`src/piu_defs.vh`:
```
// Constants for the priority interrupt unit: register map, option fields, vectors, states.
`ifndef PIU_DEFS_VH
`define PIU_DEFS_VH
`define PIU_ADDR_W 8
`define PIU_OFS_CONFIG 8'hC8
`define PIU_OFS_STATUS 8'hC0
`define PIU_OFS_PEND 8'hC1
`define PIU_OFS_SRCFLAG 8'hC2
`define PIU_CONFIG_RST 8'h00
`define PIU_CONFIG_MASK 8'h70
`define PIU_BIT_GEN 4
`define PIU_BIT_ESB 5
`define PIU_BIT_LES 6
`define PIU_VEC_SRC0 12'hFFC
`define PIU_VEC_SRC1 12'hFF6
`define PIU_VEC_SRC2 12'hFF4
`define PIU_VEC_SRC3 12'hFF2
`define PIU_VEC_SRC4 12'hFF0
`define PIU_MODE_NORMAL 2'h0
`define PIU_MODE_IRQ 2'h1
`define PIU_MODE_NMI 2'h2
`define PIU_ST_NORMAL 3'h1
`define PIU_ST_IRQ 3'h2
`define PIU_ST_NMI 3'h4
`define PIU_QUIRK_CYCLES 2'h3
`define PIU_ZERO8 8'h00
`define PIU_ZERO12 12'h000
`endif

```
`src/piu_top.v`:
```
// Priority interrupt unit: request capture, priority, entry and return sequencing.
// Summary of operation
// - Non-maskable request outranks all and preempts a maskable routine, not its own; maskable ones never nest.
// - Pending maskable requests are served in fixed order, source one first.
// - Each source selects its own vector; the vector is loaded on acceptance.
// - Global enable gates all maskable sources; non-maskable stays active.
// - With global enable cleared, no source may wake the core.
// - Non-maskable request is held in a flip-flop, cleared when its routine starts.
// - Source one is level sensitive when option bit 6 set, else falling edge.
// - Source two is edge sensitive; option bit 5 set means rising edge.
// - Sources three and four are high-level sensitive, sampled at instruction end.
// - An edge latch holds one request until its routine starts; extra edges lost.
// - Requests are checked at instruction end; accepted one replaces next instruction.
// - Entry swaps flags, pushes PC, inhibits maskable lines, clears latch, loads vector.
// - Three flag sets, normal, interrupt and non-maskable, switch automatically.
// - Return restores the previous flag set and pops the saved PC.
// - Maskable entry during first 3 cycles of option clear keeps normal flags.
// - Option register at C8h is write-only, resets to 00h, unused bits ignored.
// - Each ORed event sets its own pollable flag.
// - Timer to vector 3, converter to 4, port A to 1, port B to 2.
// - Wait or stop is refused while an enabled request is pending.
//
// The Avalon-MM interface to the registers was decided locally.
`timescale 1ns/1ps
`include "piu_defs.vh"
module piu_top (
	input wire mclk_i,
	input wire rst_n_i,
	input wire [7:0] avs_address_i,
	input wire avs_read_i,
	input wire avs_write_i,
	input wire [31:0] avs_writedata_i,
	output reg [31:0] avs_readdata_o,
	output reg avs_waitrequest_o,
	input wire nmi_n_i,
	input wire [7:0] porta_irq_n_i,
	input wire [7:0] portb_irq_n_i,
	input wire timer_zero_flag_i,
	input wire timer_irq_enable_i,
	input wire adc_eoc_i,
	input wire adc_irq_enable_i,
	input wire instr_end_i,
	input wire option_clear_window_i,
	input wire return_from_interrupt_i,
	input wire [11:0] pc_i,
	input wire carry_i,
	input wire zero_i,
	input wire flags_we_i,
	input wire low_power_req_i,
	input wire low_power_i,
	output reg accept_o,
	output reg [11:0] vector_o,
	output reg pc_load_o,
	output reg [11:0] ret_pc_o,
	output reg ret_o,
	output reg carry_o,
	output reg zero_o,
	output reg [1:0] mode_o,
	output reg low_power_grant_o,
	output reg wake_o
);
	// Pins pass two flip-flops before any logic reads them.
	reg [17:0] meta_q;
	reg [17:0] sync_q;
	always @(posedge mclk_i or negedge rst_n_i) begin
		if (!rst_n_i) begin
			meta_q <= 18'h3FFFF;
			sync_q <= 18'h3FFFF;
		end else begin
			meta_q <= {nmi_n_i, porta_irq_n_i, portb_irq_n_i, 1'b1};
			sync_q <= meta_q;
		end
	end
	wire nmi_n_s = sync_q[17];
	wire [7:0] pa_n_s = sync_q[16:9];
	wire [7:0] pb_n_s = sync_q[8:1];
	reg [17:0] prev_q;
	always @(posedge mclk_i or negedge rst_n_i) begin
		if (!rst_n_i)
			prev_q <= 18'h3FFFF;
		else
			prev_q <= sync_q;
	end

	reg [7:0] config_q;
	wire gen = config_q[`PIU_BIT_GEN];
	wire src1_level_select = config_q[`PIU_BIT_LES];
	wire src2_edge_polarity = config_q[`PIU_BIT_ESB];

	// Per-pin event flags for polling, one generate loop over the port bits.
	reg [7:0] pa_flag_q;
	reg [7:0] pb_flag_q;
	reg [7:0] flag_clr_a;
	reg [7:0] flag_clr_b;
	genvar gi;
	generate
		for (gi = 0; gi < 8; gi = gi + 1) begin : g_pin
			wire a_ev = src1_level_select ? ~pa_n_s[gi] : (prev_q[9 + gi] & ~pa_n_s[gi]);
			wire b_ev = src2_edge_polarity ? (~prev_q[1 + gi] & pb_n_s[gi]) : (prev_q[1 + gi] & ~pb_n_s[gi]);
			always @(posedge mclk_i or negedge rst_n_i) begin
				if (!rst_n_i) begin
					pa_flag_q[gi] <= 1'b0;
					pb_flag_q[gi] <= 1'b0;
				end else begin
					pa_flag_q[gi] <= a_ev | (pa_flag_q[gi] & ~flag_clr_a[gi]);
					pb_flag_q[gi] <= b_ev | (pb_flag_q[gi] & ~flag_clr_b[gi]);
				end
			end
		end
	endgenerate

	wire nmi_edge = prev_q[17] & ~nmi_n_s;
	wire src1_edge = |(prev_q[16:9] & ~pa_n_s);
	wire src2_edge = src2_edge_polarity ? |(~prev_q[8:1] & pb_n_s) : |(prev_q[8:1] & ~pb_n_s);
	wire src1_level = |(~pa_n_s);
	// Sources three and four are not stored: they count only while they are held.
	wire src3_req = timer_zero_flag_i & timer_irq_enable_i;
	wire src4_req = adc_eoc_i & adc_irq_enable_i;

	reg nmi_q;
	reg src1_lat_q;
	reg src2_lat_q;
	localparam [2:0] ST_NORMAL = `PIU_ST_NORMAL;
	localparam [2:0] ST_IRQ = `PIU_ST_IRQ;
	localparam [2:0] ST_NMI = `PIU_ST_NMI;
	reg [2:0] state_q;
	reg [2:0] state_d;
	reg [1:0] mode_q;
	reg [1:0] mode_d;
	reg [11:0] stack_q;
	reg stack_mode_irq_q;
	reg [5:0] flags_q;
	reg quirk_q;

	wire src1_req = src1_level_select ? src1_level : src1_lat_q;
	wire mask_ok = gen & (mode_q == `PIU_MODE_NORMAL);
	wire take_nmi = nmi_q & (mode_q != `PIU_MODE_NMI);
	wire [4:1] mreq = {src4_req, src3_req, src2_lat_q, src1_req};
	wire any_m = mask_ok & (|mreq);
	wire take = instr_end_i & (take_nmi | any_m);

	reg [11:0] vec;
	reg [2:0] sel;
	always @* begin
		vec = `PIU_ZERO12;
		sel = 3'd0;
		if (take_nmi) begin
			vec = `PIU_VEC_SRC0;
			sel = 3'd0;
		end else if (mreq[1]) begin
			vec = `PIU_VEC_SRC1;
			sel = 3'd1;
		end else if (mreq[2]) begin
			vec = `PIU_VEC_SRC2;
			sel = 3'd2;
		end else if (mreq[3]) begin
			vec = `PIU_VEC_SRC3;
			sel = 3'd3;
		end else begin
			vec = `PIU_VEC_SRC4;
			sel = 3'd4;
		end
	end

	// Mode sequencer: one-hot, so that an illegal code falls back to normal mode.
	always @* begin
		state_d = state_q;
		case (state_q)
		ST_NORMAL: begin
			if (take && take_nmi)
				state_d = ST_NMI;
			else if (take)
				state_d = ST_IRQ;
		end
		ST_IRQ: begin
			if (take)
				state_d = ST_NMI;
			else if (return_from_interrupt_i)
				state_d = ST_NORMAL;
		end
		ST_NMI: begin
			// A return from the non-maskable routine goes back to the mode it broke into.
			if (return_from_interrupt_i && stack_mode_irq_q)
				state_d = ST_IRQ;
			else if (return_from_interrupt_i)
				state_d = ST_NORMAL;
		end
		default: begin
			state_d = ST_NORMAL;
		end
		endcase
	end

	always @(posedge mclk_i or negedge rst_n_i) begin
		if (!rst_n_i) begin
			state_q <= ST_NORMAL;
			mode_q <= `PIU_MODE_NORMAL;
		end else begin
			state_q <= state_d;
			mode_q <= mode_d;
		end
	end

	// The port keeps the two-bit mode code, taken from the next state so that
	// it changes together with the accept pulse.
	always @* begin
		case (state_d)
		ST_IRQ: begin
			mode_d = `PIU_MODE_IRQ;
		end
		ST_NMI: begin
			mode_d = `PIU_MODE_NMI;
		end
		default: begin
			mode_d = `PIU_MODE_NORMAL;
		end
		endcase
	end

	// Software clears a polled flag by writing a one to it; a new event still wins.
	wire wr_go = avs_write_i & ~avs_waitrequest_o;
	always @* begin
		flag_clr_a = `PIU_ZERO8;
		flag_clr_b = `PIU_ZERO8;
		if (wr_go && avs_address_i == `PIU_OFS_SRCFLAG) begin
			flag_clr_a = avs_writedata_i[7:0];
			flag_clr_b = avs_writedata_i[15:8];
		end
	end

	always @(posedge mclk_i or negedge rst_n_i) begin
		if (!rst_n_i)
			config_q <= `PIU_CONFIG_RST;
		else if (wr_go && avs_address_i == `PIU_OFS_CONFIG)
			config_q <= avs_writedata_i[7:0] & `PIU_CONFIG_MASK;
	end

	// Entry clears are decoded once, so that each latch sees only its own strobe.
	wire clr_nmi = take & take_nmi;
	wire clr_src1 = take & ~take_nmi & (sel == 3'h1);
	wire clr_src2 = take & ~take_nmi & (sel == 3'h2);

	// Edge wins over the entry clear so a coincident request is kept.
	always @(posedge mclk_i or negedge rst_n_i) begin
		if (!rst_n_i) begin
			nmi_q <= 1'b0;
			src1_lat_q <= 1'b0;
			src2_lat_q <= 1'b0;
		end else begin
			nmi_q <= nmi_edge | (nmi_q & ~clr_nmi);
			src1_lat_q <= (~src1_level_select & src1_edge) | (src1_lat_q & ~clr_src1);
			src2_lat_q <= src2_edge | (src2_lat_q & ~clr_src2);
		end
	end

	// The quirk keeps the core on the normal pair in interrupt mode until a return or a non-maskable entry clears it.
	always @(posedge mclk_i or negedge rst_n_i) begin
		if (!rst_n_i) begin
			flags_q <= 6'h00;
		end else if (flags_we_i) begin
			if (mode_q == `PIU_MODE_NMI)
				flags_q[5:4] <= {carry_i, zero_i};
			else if (mode_q == `PIU_MODE_IRQ && !quirk_q)
				flags_q[3:2] <= {carry_i, zero_i};
			else
				flags_q[1:0] <= {carry_i, zero_i};
		end
	end

	// One stack level only: a nested entry overwrites it, so the core must keep
	// its own copy of the outer return address.
	always @(posedge mclk_i or negedge rst_n_i) begin
		if (!rst_n_i) begin
			stack_q <= `PIU_ZERO12;
			stack_mode_irq_q <= 1'b0;
			quirk_q <= 1'b0;
		end else if (take) begin
			stack_q <= pc_i;
			stack_mode_irq_q <= (mode_q == `PIU_MODE_IRQ);
			quirk_q <= ~take_nmi & option_clear_window_i;
		end else if (return_from_interrupt_i && mode_q != `PIU_MODE_NORMAL) begin
			stack_mode_irq_q <= 1'b0;
			quirk_q <= 1'b0;
		end
	end

	reg [1:0] sel_flags;
	always @* begin
		sel_flags = flags_q[1:0];
		if (mode_q == `PIU_MODE_NMI)
			sel_flags = flags_q[5:4];
		else if (mode_q == `PIU_MODE_IRQ && !quirk_q)
			sel_flags = flags_q[3:2];
	end

	// Wake needs the global enable even for the non-maskable source.
	wire any_pend = nmi_q | (gen & (|mreq));
	// Acceptance outputs reach the core one cycle after the end of instruction.
	always @(posedge mclk_i or negedge rst_n_i) begin
		if (!rst_n_i) begin
			accept_o <= 1'b0;
			vector_o <= `PIU_ZERO12;
			pc_load_o <= 1'b0;
			ret_pc_o <= `PIU_ZERO12;
			ret_o <= 1'b0;
			carry_o <= 1'b0;
			zero_o <= 1'b0;
			mode_o <= `PIU_MODE_NORMAL;
		end else begin
			accept_o <= take;
			pc_load_o <= take;
			if (take)
				vector_o <= vec;
			ret_o <= return_from_interrupt_i & (mode_q != `PIU_MODE_NORMAL);
			ret_pc_o <= stack_q;
			{carry_o, zero_o} <= sel_flags;
			mode_o <= mode_d;
		end
	end

	// Grant and wake share the pending term but answer different questions.
	always @(posedge mclk_i or negedge rst_n_i) begin
		if (!rst_n_i) begin
			low_power_grant_o <= 1'b0;
			wake_o <= 1'b0;
		end else begin
			low_power_grant_o <= low_power_req_i & ~any_pend;
			wake_o <= low_power_i & gen & any_pend;
		end
	end

	// Avalon slave: one wait cycle on every access, then the answer.
	reg busy_q;
	// Busy is high only in the answer cycle, when waitrequest is already low; a request still held is taken again after it.
	wire bus_req = avs_read_i | avs_write_i;
	wire bus_take = bus_req & avs_waitrequest_o & ~busy_q;

	// Read data are decoded from the live state and registered with the answer.
	reg [31:0] rd_mux;
	always @* begin
		rd_mux = 32'h00000000;
		case (avs_address_i)
		`PIU_OFS_STATUS: begin
			rd_mux = {28'h0000000, quirk_q, 1'b0, mode_q};
		end
		`PIU_OFS_PEND: begin
			rd_mux = {27'h0000000, mreq, nmi_q};
		end
		`PIU_OFS_SRCFLAG: begin
			rd_mux = {16'h0000, pb_flag_q, pa_flag_q};
		end
		default: begin
			rd_mux = 32'h00000000;
		end
		endcase
	end

	always @(posedge mclk_i or negedge rst_n_i) begin
		if (!rst_n_i) begin
			busy_q <= 1'b0;
			avs_waitrequest_o <= 1'b1;
			avs_readdata_o <= 32'h00000000;
		end else begin
			busy_q <= bus_take;
			avs_waitrequest_o <= ~bus_take;
			avs_readdata_o <= 32'h00000000;
			if (avs_read_i && bus_take)
				avs_readdata_o <= rd_mux;
		end
	end
endmodule

```
`config.mk`:
```
export PLATFORM = sky130hd
export DESIGN_NAME = piu_top
export DESIGN_NICKNAME = d
export VERILOG_FILES = /design/src/piu_top.v
export VERILOG_INCLUDE_DIRS = /design/src /design/src/src
export SDC_FILE = /design/constraint.sdc
export NUM_CORES = 1
export LEC_CHECK = 0
export ABC_AREA = 1
export BUFFER_PORTS_ARGS = -buffer_cell sky130_fd_sc_hd__buf_4
export CAP_MARGIN = 30
export CORE_MARGIN = 2
export CORE_UTILIZATION = 52
export DETAILED_ROUTE_END_ITERATION = 12
export HOLD_SLACK_MARGIN = 0.06
export PLACE_DENSITY = 0.8
export SLEW_MARGIN = 10
export SYNTH_ARGS = -nofsm -noshare
export SYNTH_HDL_FRONTEND = slang
export SYNTH_SLANG_ARGS = --single-unit
```
`constraint.sdc`:
```
create_clock -name mclk_i -period 1.95 [get_ports mclk_i]
set_input_delay 0.0975 -clock mclk_i [delete_from_list [all_inputs] [get_ports mclk_i]]
set_output_delay 0.0975 -clock mclk_i [all_outputs]
set_load 0.02 [all_outputs]
```
==> impl_results.md, run 1 <==
- Outcome: finished, final reports clean
- Largest net degree at the start of global routing: 56
- Via count: 4,373
- Slowest-stage cell, CP: dlygate4sd3_1
- Critical path depth: 8
- Nets: 800
- Critical path's most frequent cell: nand2_1
- Most frequent cell after synthesis: nand2_1
- Root Driver: clkbuf_8
- CP Launch Type: flop
- Pleak: 3.74 nW
- Syn Area/Cell: 10.3 sq um
- Data required, critical path: 2.34 ns
- Max Cap Viol: 0
- Period utilisation layout: 94.1%
- Synth area leader: dfrtp_1
- Max Slew Vio Count: 0
- Die Wd: 106 um
- Final WL: 12,900 um
- Bufs and invs on worst path: 3
- Delay-heaviest family, CP: buffers and inverters
- Yosys warns: 0
- Worst slew pin tran: 0.506 ns
- Synth cell types: 37
- Peak VDD IR: 706 uV
- Row Count: 37
- Antenna Cells: 0
- Final Hold Vio Count: 0
- Synthesized area: 5360 sq um
- H-tree depth: 4
- Post-synthesis cell count: 522
- Register area share after synthesis: 65.6%
- GR Util All Layers: 24.4%
- Total gr overflow: 0
- Via count of the first global-routing pass: 4,289
- Hold WS: 0.0978 ns
- CTS buffer count: 17
- Clk_lat worst skew: 0.52 ns
- Top cells by count, synth: 132 x nand2_1, 85 x dfrtp_1, 55 x inv_1, 53 x dfstp_2, 48 x nand3_1
- Ys flop type: dfrtp_1
- Drt drc: 0
- FMAX: 545 MHz
- Initial antenna violation count: 0
- Clk slew on worst S/H paths: 0.06 ns
- Reg2Reg Depth: 8
- Pre-CTS WS: 0.303 ns
- Drt wl/cell: 15.0 um
- Final WS setup: 0.116 ns
- Power per cell area: 1090 nW/um^2
- Crit path time final: 1.83 ns
- Crit path capture type: flop
- Slowest stage delay, CP: 0.58 ns
- Io pins: 151
- FFs w/ async S/R, synth: 100%
- Core area: 10,200 sq um
- Bufs on Longest Clock Path: 2
- Placed wire-length estimate: 7640 um
- Die H: 106 um
- Gp weighted congestion: 0.822
- Buffers on Ports: 117
- Final ANT Viol Nets: 0
- EDFF count, synth: 0
- Initial core utilization: 52.7%
- CTS tree: built
- Die area: 11,100 sq um
- Vias per cell: 5.06
- Drt pass-1 iters: 5
- P&R area growth vs syn: 41.4%
- Clk sinks: 138
- Critical Path Fanout Max: 5
- CP Cell Sequence: buf_4 -> nand2_1 -> nor2_4 -> inv_1 -> nand3_2 -> nand2_1 -> o21ai_0 -> dlygate4sd3_1
- Share of layout cells above drive strength 1: 31.6%
- Top-area cell type share of the netlist area: 39.7%
- Critical setup path kind: reg -> reg
- Finish-stage setup viols: 0
- Critical Path AT: 2.23 ns
- Initial drt markers: 316
- Yosys reg bits: 138
- Largest cells by area after synthesis: dfrtp_1 40%, dfstp_2 26%, nand2_1 9.2%, nand3_1 4.5%, inv_1 3.8%
- Global-route wire length before repair: 21,000 um
- Clk_skew: 0.0140 ns
- HP Class: in -> async
- Rel. slew slack: 66.3%
-- where the power goes --
part           internal (mW)  switching (mW)  leakage [nW]
clock network           1.78            1.33         0.284
registers               3.34           0.255          1.57
logic                  0.655           0.907          1.89
total                   5.77            2.49          3.74
-- cell usage in the layout (no fill, tap or decap), types with 6 or more instances in the layout --
master | netlist | layout
nand3_1 | 48 | 47
nand2_1 | 132 | 132
a21oi_1 | 7 | 7
nor2_1 | 39 | 38
o21ai_0 | 31 | 31
nand4_1 | 6 | 6
buf_4 | 27 | 123
inv_6 | 0 | 6
inv_1 | 55 | 54
conb_1 | 1 | 17
dfrtp_1 | 85 | 84
dfstp_2 | 53 | 53
dlygate4sd3_1 | 0 | 67
clkbuf_16 | 0 | 16
-- flip-flops by register name (all words and copies together) (netlist names), 4 cells and up --
| name | cells |
|---|---|
| meta_q | 17 |
| prev_q | 17 |
| sync_q | 17 |
| avs_readdata_o | 16 |
| ret_pc_o | 12 |
| stack_q | 12 |
| pa_flag_q | 8 |
| pb_flag_q | 8 |
| flags_q | 6 |
| vector_o | 4 |
-- metrics by stage --
step | setup TNS [ns] | std cells | cell area (sq um) | power (mW) | util [%]
global placement | 0 | 765 | 6310 | 4.91 | 62.0
detailed placement | 0 | 765 | 6310 | 4.98 | 62.0
finish | 0 | 864 | 7580 | 8.27 | 74.5
global route | -0.00374 | 864 | 7580 | 8.63 | 74.5
CTS | 0 | 864 | 7560 | 8.21 | 74.2
floorplan | 0 | 538 | 5420 | 4.38 | -
-- layout make-up --
| cell class | count | area (sq um) |
|---|---|---|
| sequential | 138 | 3520 |
| fill | 619 | 2600 |
| clock inverter | 14 | 148 |
| clock buffer | 18 | 428 |
| tap | 136 | 170 |
| timing repair buffer | 193 | 1650 |
| inverter | 58 | 220 |
| multi-input combinational | 307 | 1450 |
-- layer usage --
metal	part of all wire [%]	track usage (%)	vias up
met1	38	28.8	2091
met3	6.5	6.93	49
li1	-	-	2013
met4	3.3	10.6	0
met5	0	0	-
met2	52	41.6	220
-- path summary, 6_finish.rpt --
kind / from / end / slack [ns]
min reg2reg: meta_q[10] / sync_q[10] / 0.35
min in group mclk_i: avs_read_i / avs_readdata_o[11] / 0.11
max reg2reg: mode_o[0] / flags_q[0] / 0.12
max in group asynchronous: rst_n_i / prev_q[9] / 1.16
max: mode_o[0] / flags_q[0] / 0.12
min: rst_n_i / avs_readdata_o[6] / 0.1
-- cell families after synthesis --
| group | after synthesis | share of synthesized area, % |
|---|---|---|
| DFF | 138 | 65.6 |
| buffers and inverters | 93 | 8.82 |
| and+or+nand+nor | 246 | 21.0 |
| AOI/OAI and AO/OA | 44 | 4.46 |
| other | 1 | 0.0699 |
-- repair_timing --
| item | in CTS | in global routing |
|---|---|---|
| buffers inserted | 0 | 0 |
| resized for setup | 0 | 6 |
| endpoints found under the setup margin | 0 | 3 |
| hold endpoints to repair | 165 | 0 |
| hold buffers | 67 | 0 |
No activity file was read; power rests on OpenSTA's default activity.
==> run 2: changes to the inputs <==
- MAX_ROUTING_LAYER: not set -> met4
==> impl_results.md, run 2 (synthesized netlist as in run 1, its figures left out) <==
- Nets: 801
- Largest net degree at the start of global routing: 67
- CTS tree: built
- Buffers on Ports: 117
- Hold path cells: 6
- Rel. slew slack: 60.2%
- Core area: 10,200 sq um
- Global-route wire length before repair: 20,400 um
- CP Launch Type: input port
- Final Util: 74.6%
- Commonest cells after routing, fill and taps aside: 131 x nand2_1, 124 x buf_4, 85 x dfrtp_1, 67 x dlygate4sd3_1, 55 x inv_1
- Clk_skew: 0.00622 ns
- Peak VDD IR: 829 uV
- Commonest non-fill, non-tap cell in the layout: nand2_1
- Pleak: 3.76 nW
- Reg2Reg Depth: 6
- HP Class: in -> reg
- Critical Path Fanout Max: 5
- Max Slew Vio Count: 0
- Period utilisation layout: 96.4%
- Die Wd: 106 um
- Crit path capture type: flop
- Critical path depth: 10
- Critical setup path kind: in -> reg
- R2r setup slk: 0.20 ns
- Bufs on Longest Clock Path: 2
- Io pins: 151
- Clk_lat worst skew: 0.51 ns
- Drt wl/cell: 14.4 um
- Share of layout cells above drive strength 1: 31.1%
- Drt pass-1 iters: 5
- Via count of the first global-routing pass: 4,254
- Total chip power: 8.35 mW
- Met1 WL: 4970 um
- Root Driver: clkbuf_8
- Final Hold Vio Count: 0
- Setup tns final: 0 ns
- FMAX: 532 MHz
- Placed instance area: 6310 sq um
- RR Startpoint: mode_o[1]
- Bufs and invs on worst path: 5
- Total gr overflow: 0
- Data required, critical path: 2.40 ns
- Antenna Cells: 0
- Unrepaired setup endpoints after global routing: false
- Outcome: finished, final reports clean
- Delay-heaviest family, CP: buffers and inverters
- Drt drc: 0
- Final ANT Viol Nets: 0
- Via count: 4,257
- Clk slew on worst S/H paths: 0.06 ns
- GR Util All Layers: 24.3%
- CTS buffer count: 17
- Worst slew pin tran: 0.597 ns
- Top flop regs: meta_q x17, prev_q x17, sync_q x17
- WL met3: 659 um
- Max Cap Viol: 0
- Slowest-stage cell, CP: dlygate4sd3_1
- H-tree depth: 4
- Initial drt markers: 259
- Gp weighted congestion: 0.822
- Crit path time final: 1.88 ns
- CP Cell Sequence: dlygate4sd3_1 -> buf_4 -> nor2_4 -> inv_4 -> nor4_2 -> nand3_1 -> dlygate4sd3_1 -> nand2_1 -> nand2_1 -> inv_1
- Final WL: 12,500 um
- Clk sinks: 138
- Top Layer Used: met4
- Initial antenna violation count: 0
- Die area: 11,100 sq um
- Finished Cell Area: 7600 sq um
- Die H: 106 um
- Row Count: 37
- Initial core utilization: 52.7%
- Placed wire-length estimate: 7590 um
- Critical Path AT: 2.33 ns
- CP Launch Point: avs_address_i[2]
- P&R area growth vs syn: 41.7%
- Crit path to: avs_readdata_o[4]
- Critical R2R Capture: flags_q[5]
- Finish-stage setup viols: 0
- Met2 Wirelength: 6460 um
- Power per cell area: 1100 nW/um^2
- Vias per cell: 4.92
- Slowest stage delay, CP: 0.60 ns
## run 2: cell count changes in the layout (fill, tap and decap cells not counted), sizes merged
cell,previous run,this run
inv,67,63
bufinv,1,3
clkinv,3,5
buf,126,127
clkbuf,18,19
clkinvlp,1,0
## run 2: tightest hold or removal path: cells and delay by family
| family | cells | cell delay (ns) |
|---|---|---|
| AO/OA/AOI/OAI | 1 | 0.08 |
| AND/OR/NAND/NOR | 4 | 0.28 |
| buffers and inverters | 1 | 0.09 |
## run 2: where the power goes
group | internal (mW) | leakage (nW) | switching, mW
clock network | 2.03 | 0.303 | 1.18
logic | 0.649 | 1.88 | 0.903
registers | 3.34 | 1.57 | 0.245
total | 6.02 | 3.76 | 2.33
## run 2: area by class of cell
class / instances / area (sq um)
fill: 620 / 2590
tap: 136 / 170
multi-input combinational: 307 / 1430
inverter: 58 / 220
sequential: 138 / 3520
clock buffer: 19 / 443
clock inverter: 13 / 159
timing repair buffer: 194 / 1650
## run 2: what timing repair did
item / 4_1_cts / 5_1_grt
setup buffers: 0 / 2
gates resized for setup: 0 / 1
setup endpoints to repair: 0 / 1
hold buffers: 68 / 0
hold endpoints to repair: 180 / 0
## run 2: per-layer routing
layer  up-vias  GRT usage [%]
met5         -              -
met4         0           11.1
met3        30           6.25
met2       182           39.6
met1      2046           28.5
li1       1999              -
## run 2: through the flow
step           setup WS, ns  instances  hold slack [ns]
3_5_place_dp          0.310        764            0.119
4_1_cts              0.0892        864           0.0808
3_3_place_gp          0.329        764            0.115
5_1_grt              0.0155        865            0.100
6_report             0.0694        865           0.0721
2_1_floorplan         0.485        538           -0.198
## run 2: worst min path at each step
stage / startpoint / endpoint / slack, ns
2_1_floorplan: rst_n_i / avs_readdata_o[0] / -0.20
3_3_place_gp: rst_n_i / busy_q / 0.12
3_5_place_dp: rst_n_i / busy_q / 0.12
4_1_cts: avs_read_i / avs_readdata_o[10] / 0.08
5_1_grt: adc_eoc_i / low_power_grant_o / 0.10
6_report: adc_eoc_i / low_power_grant_o / 0.07
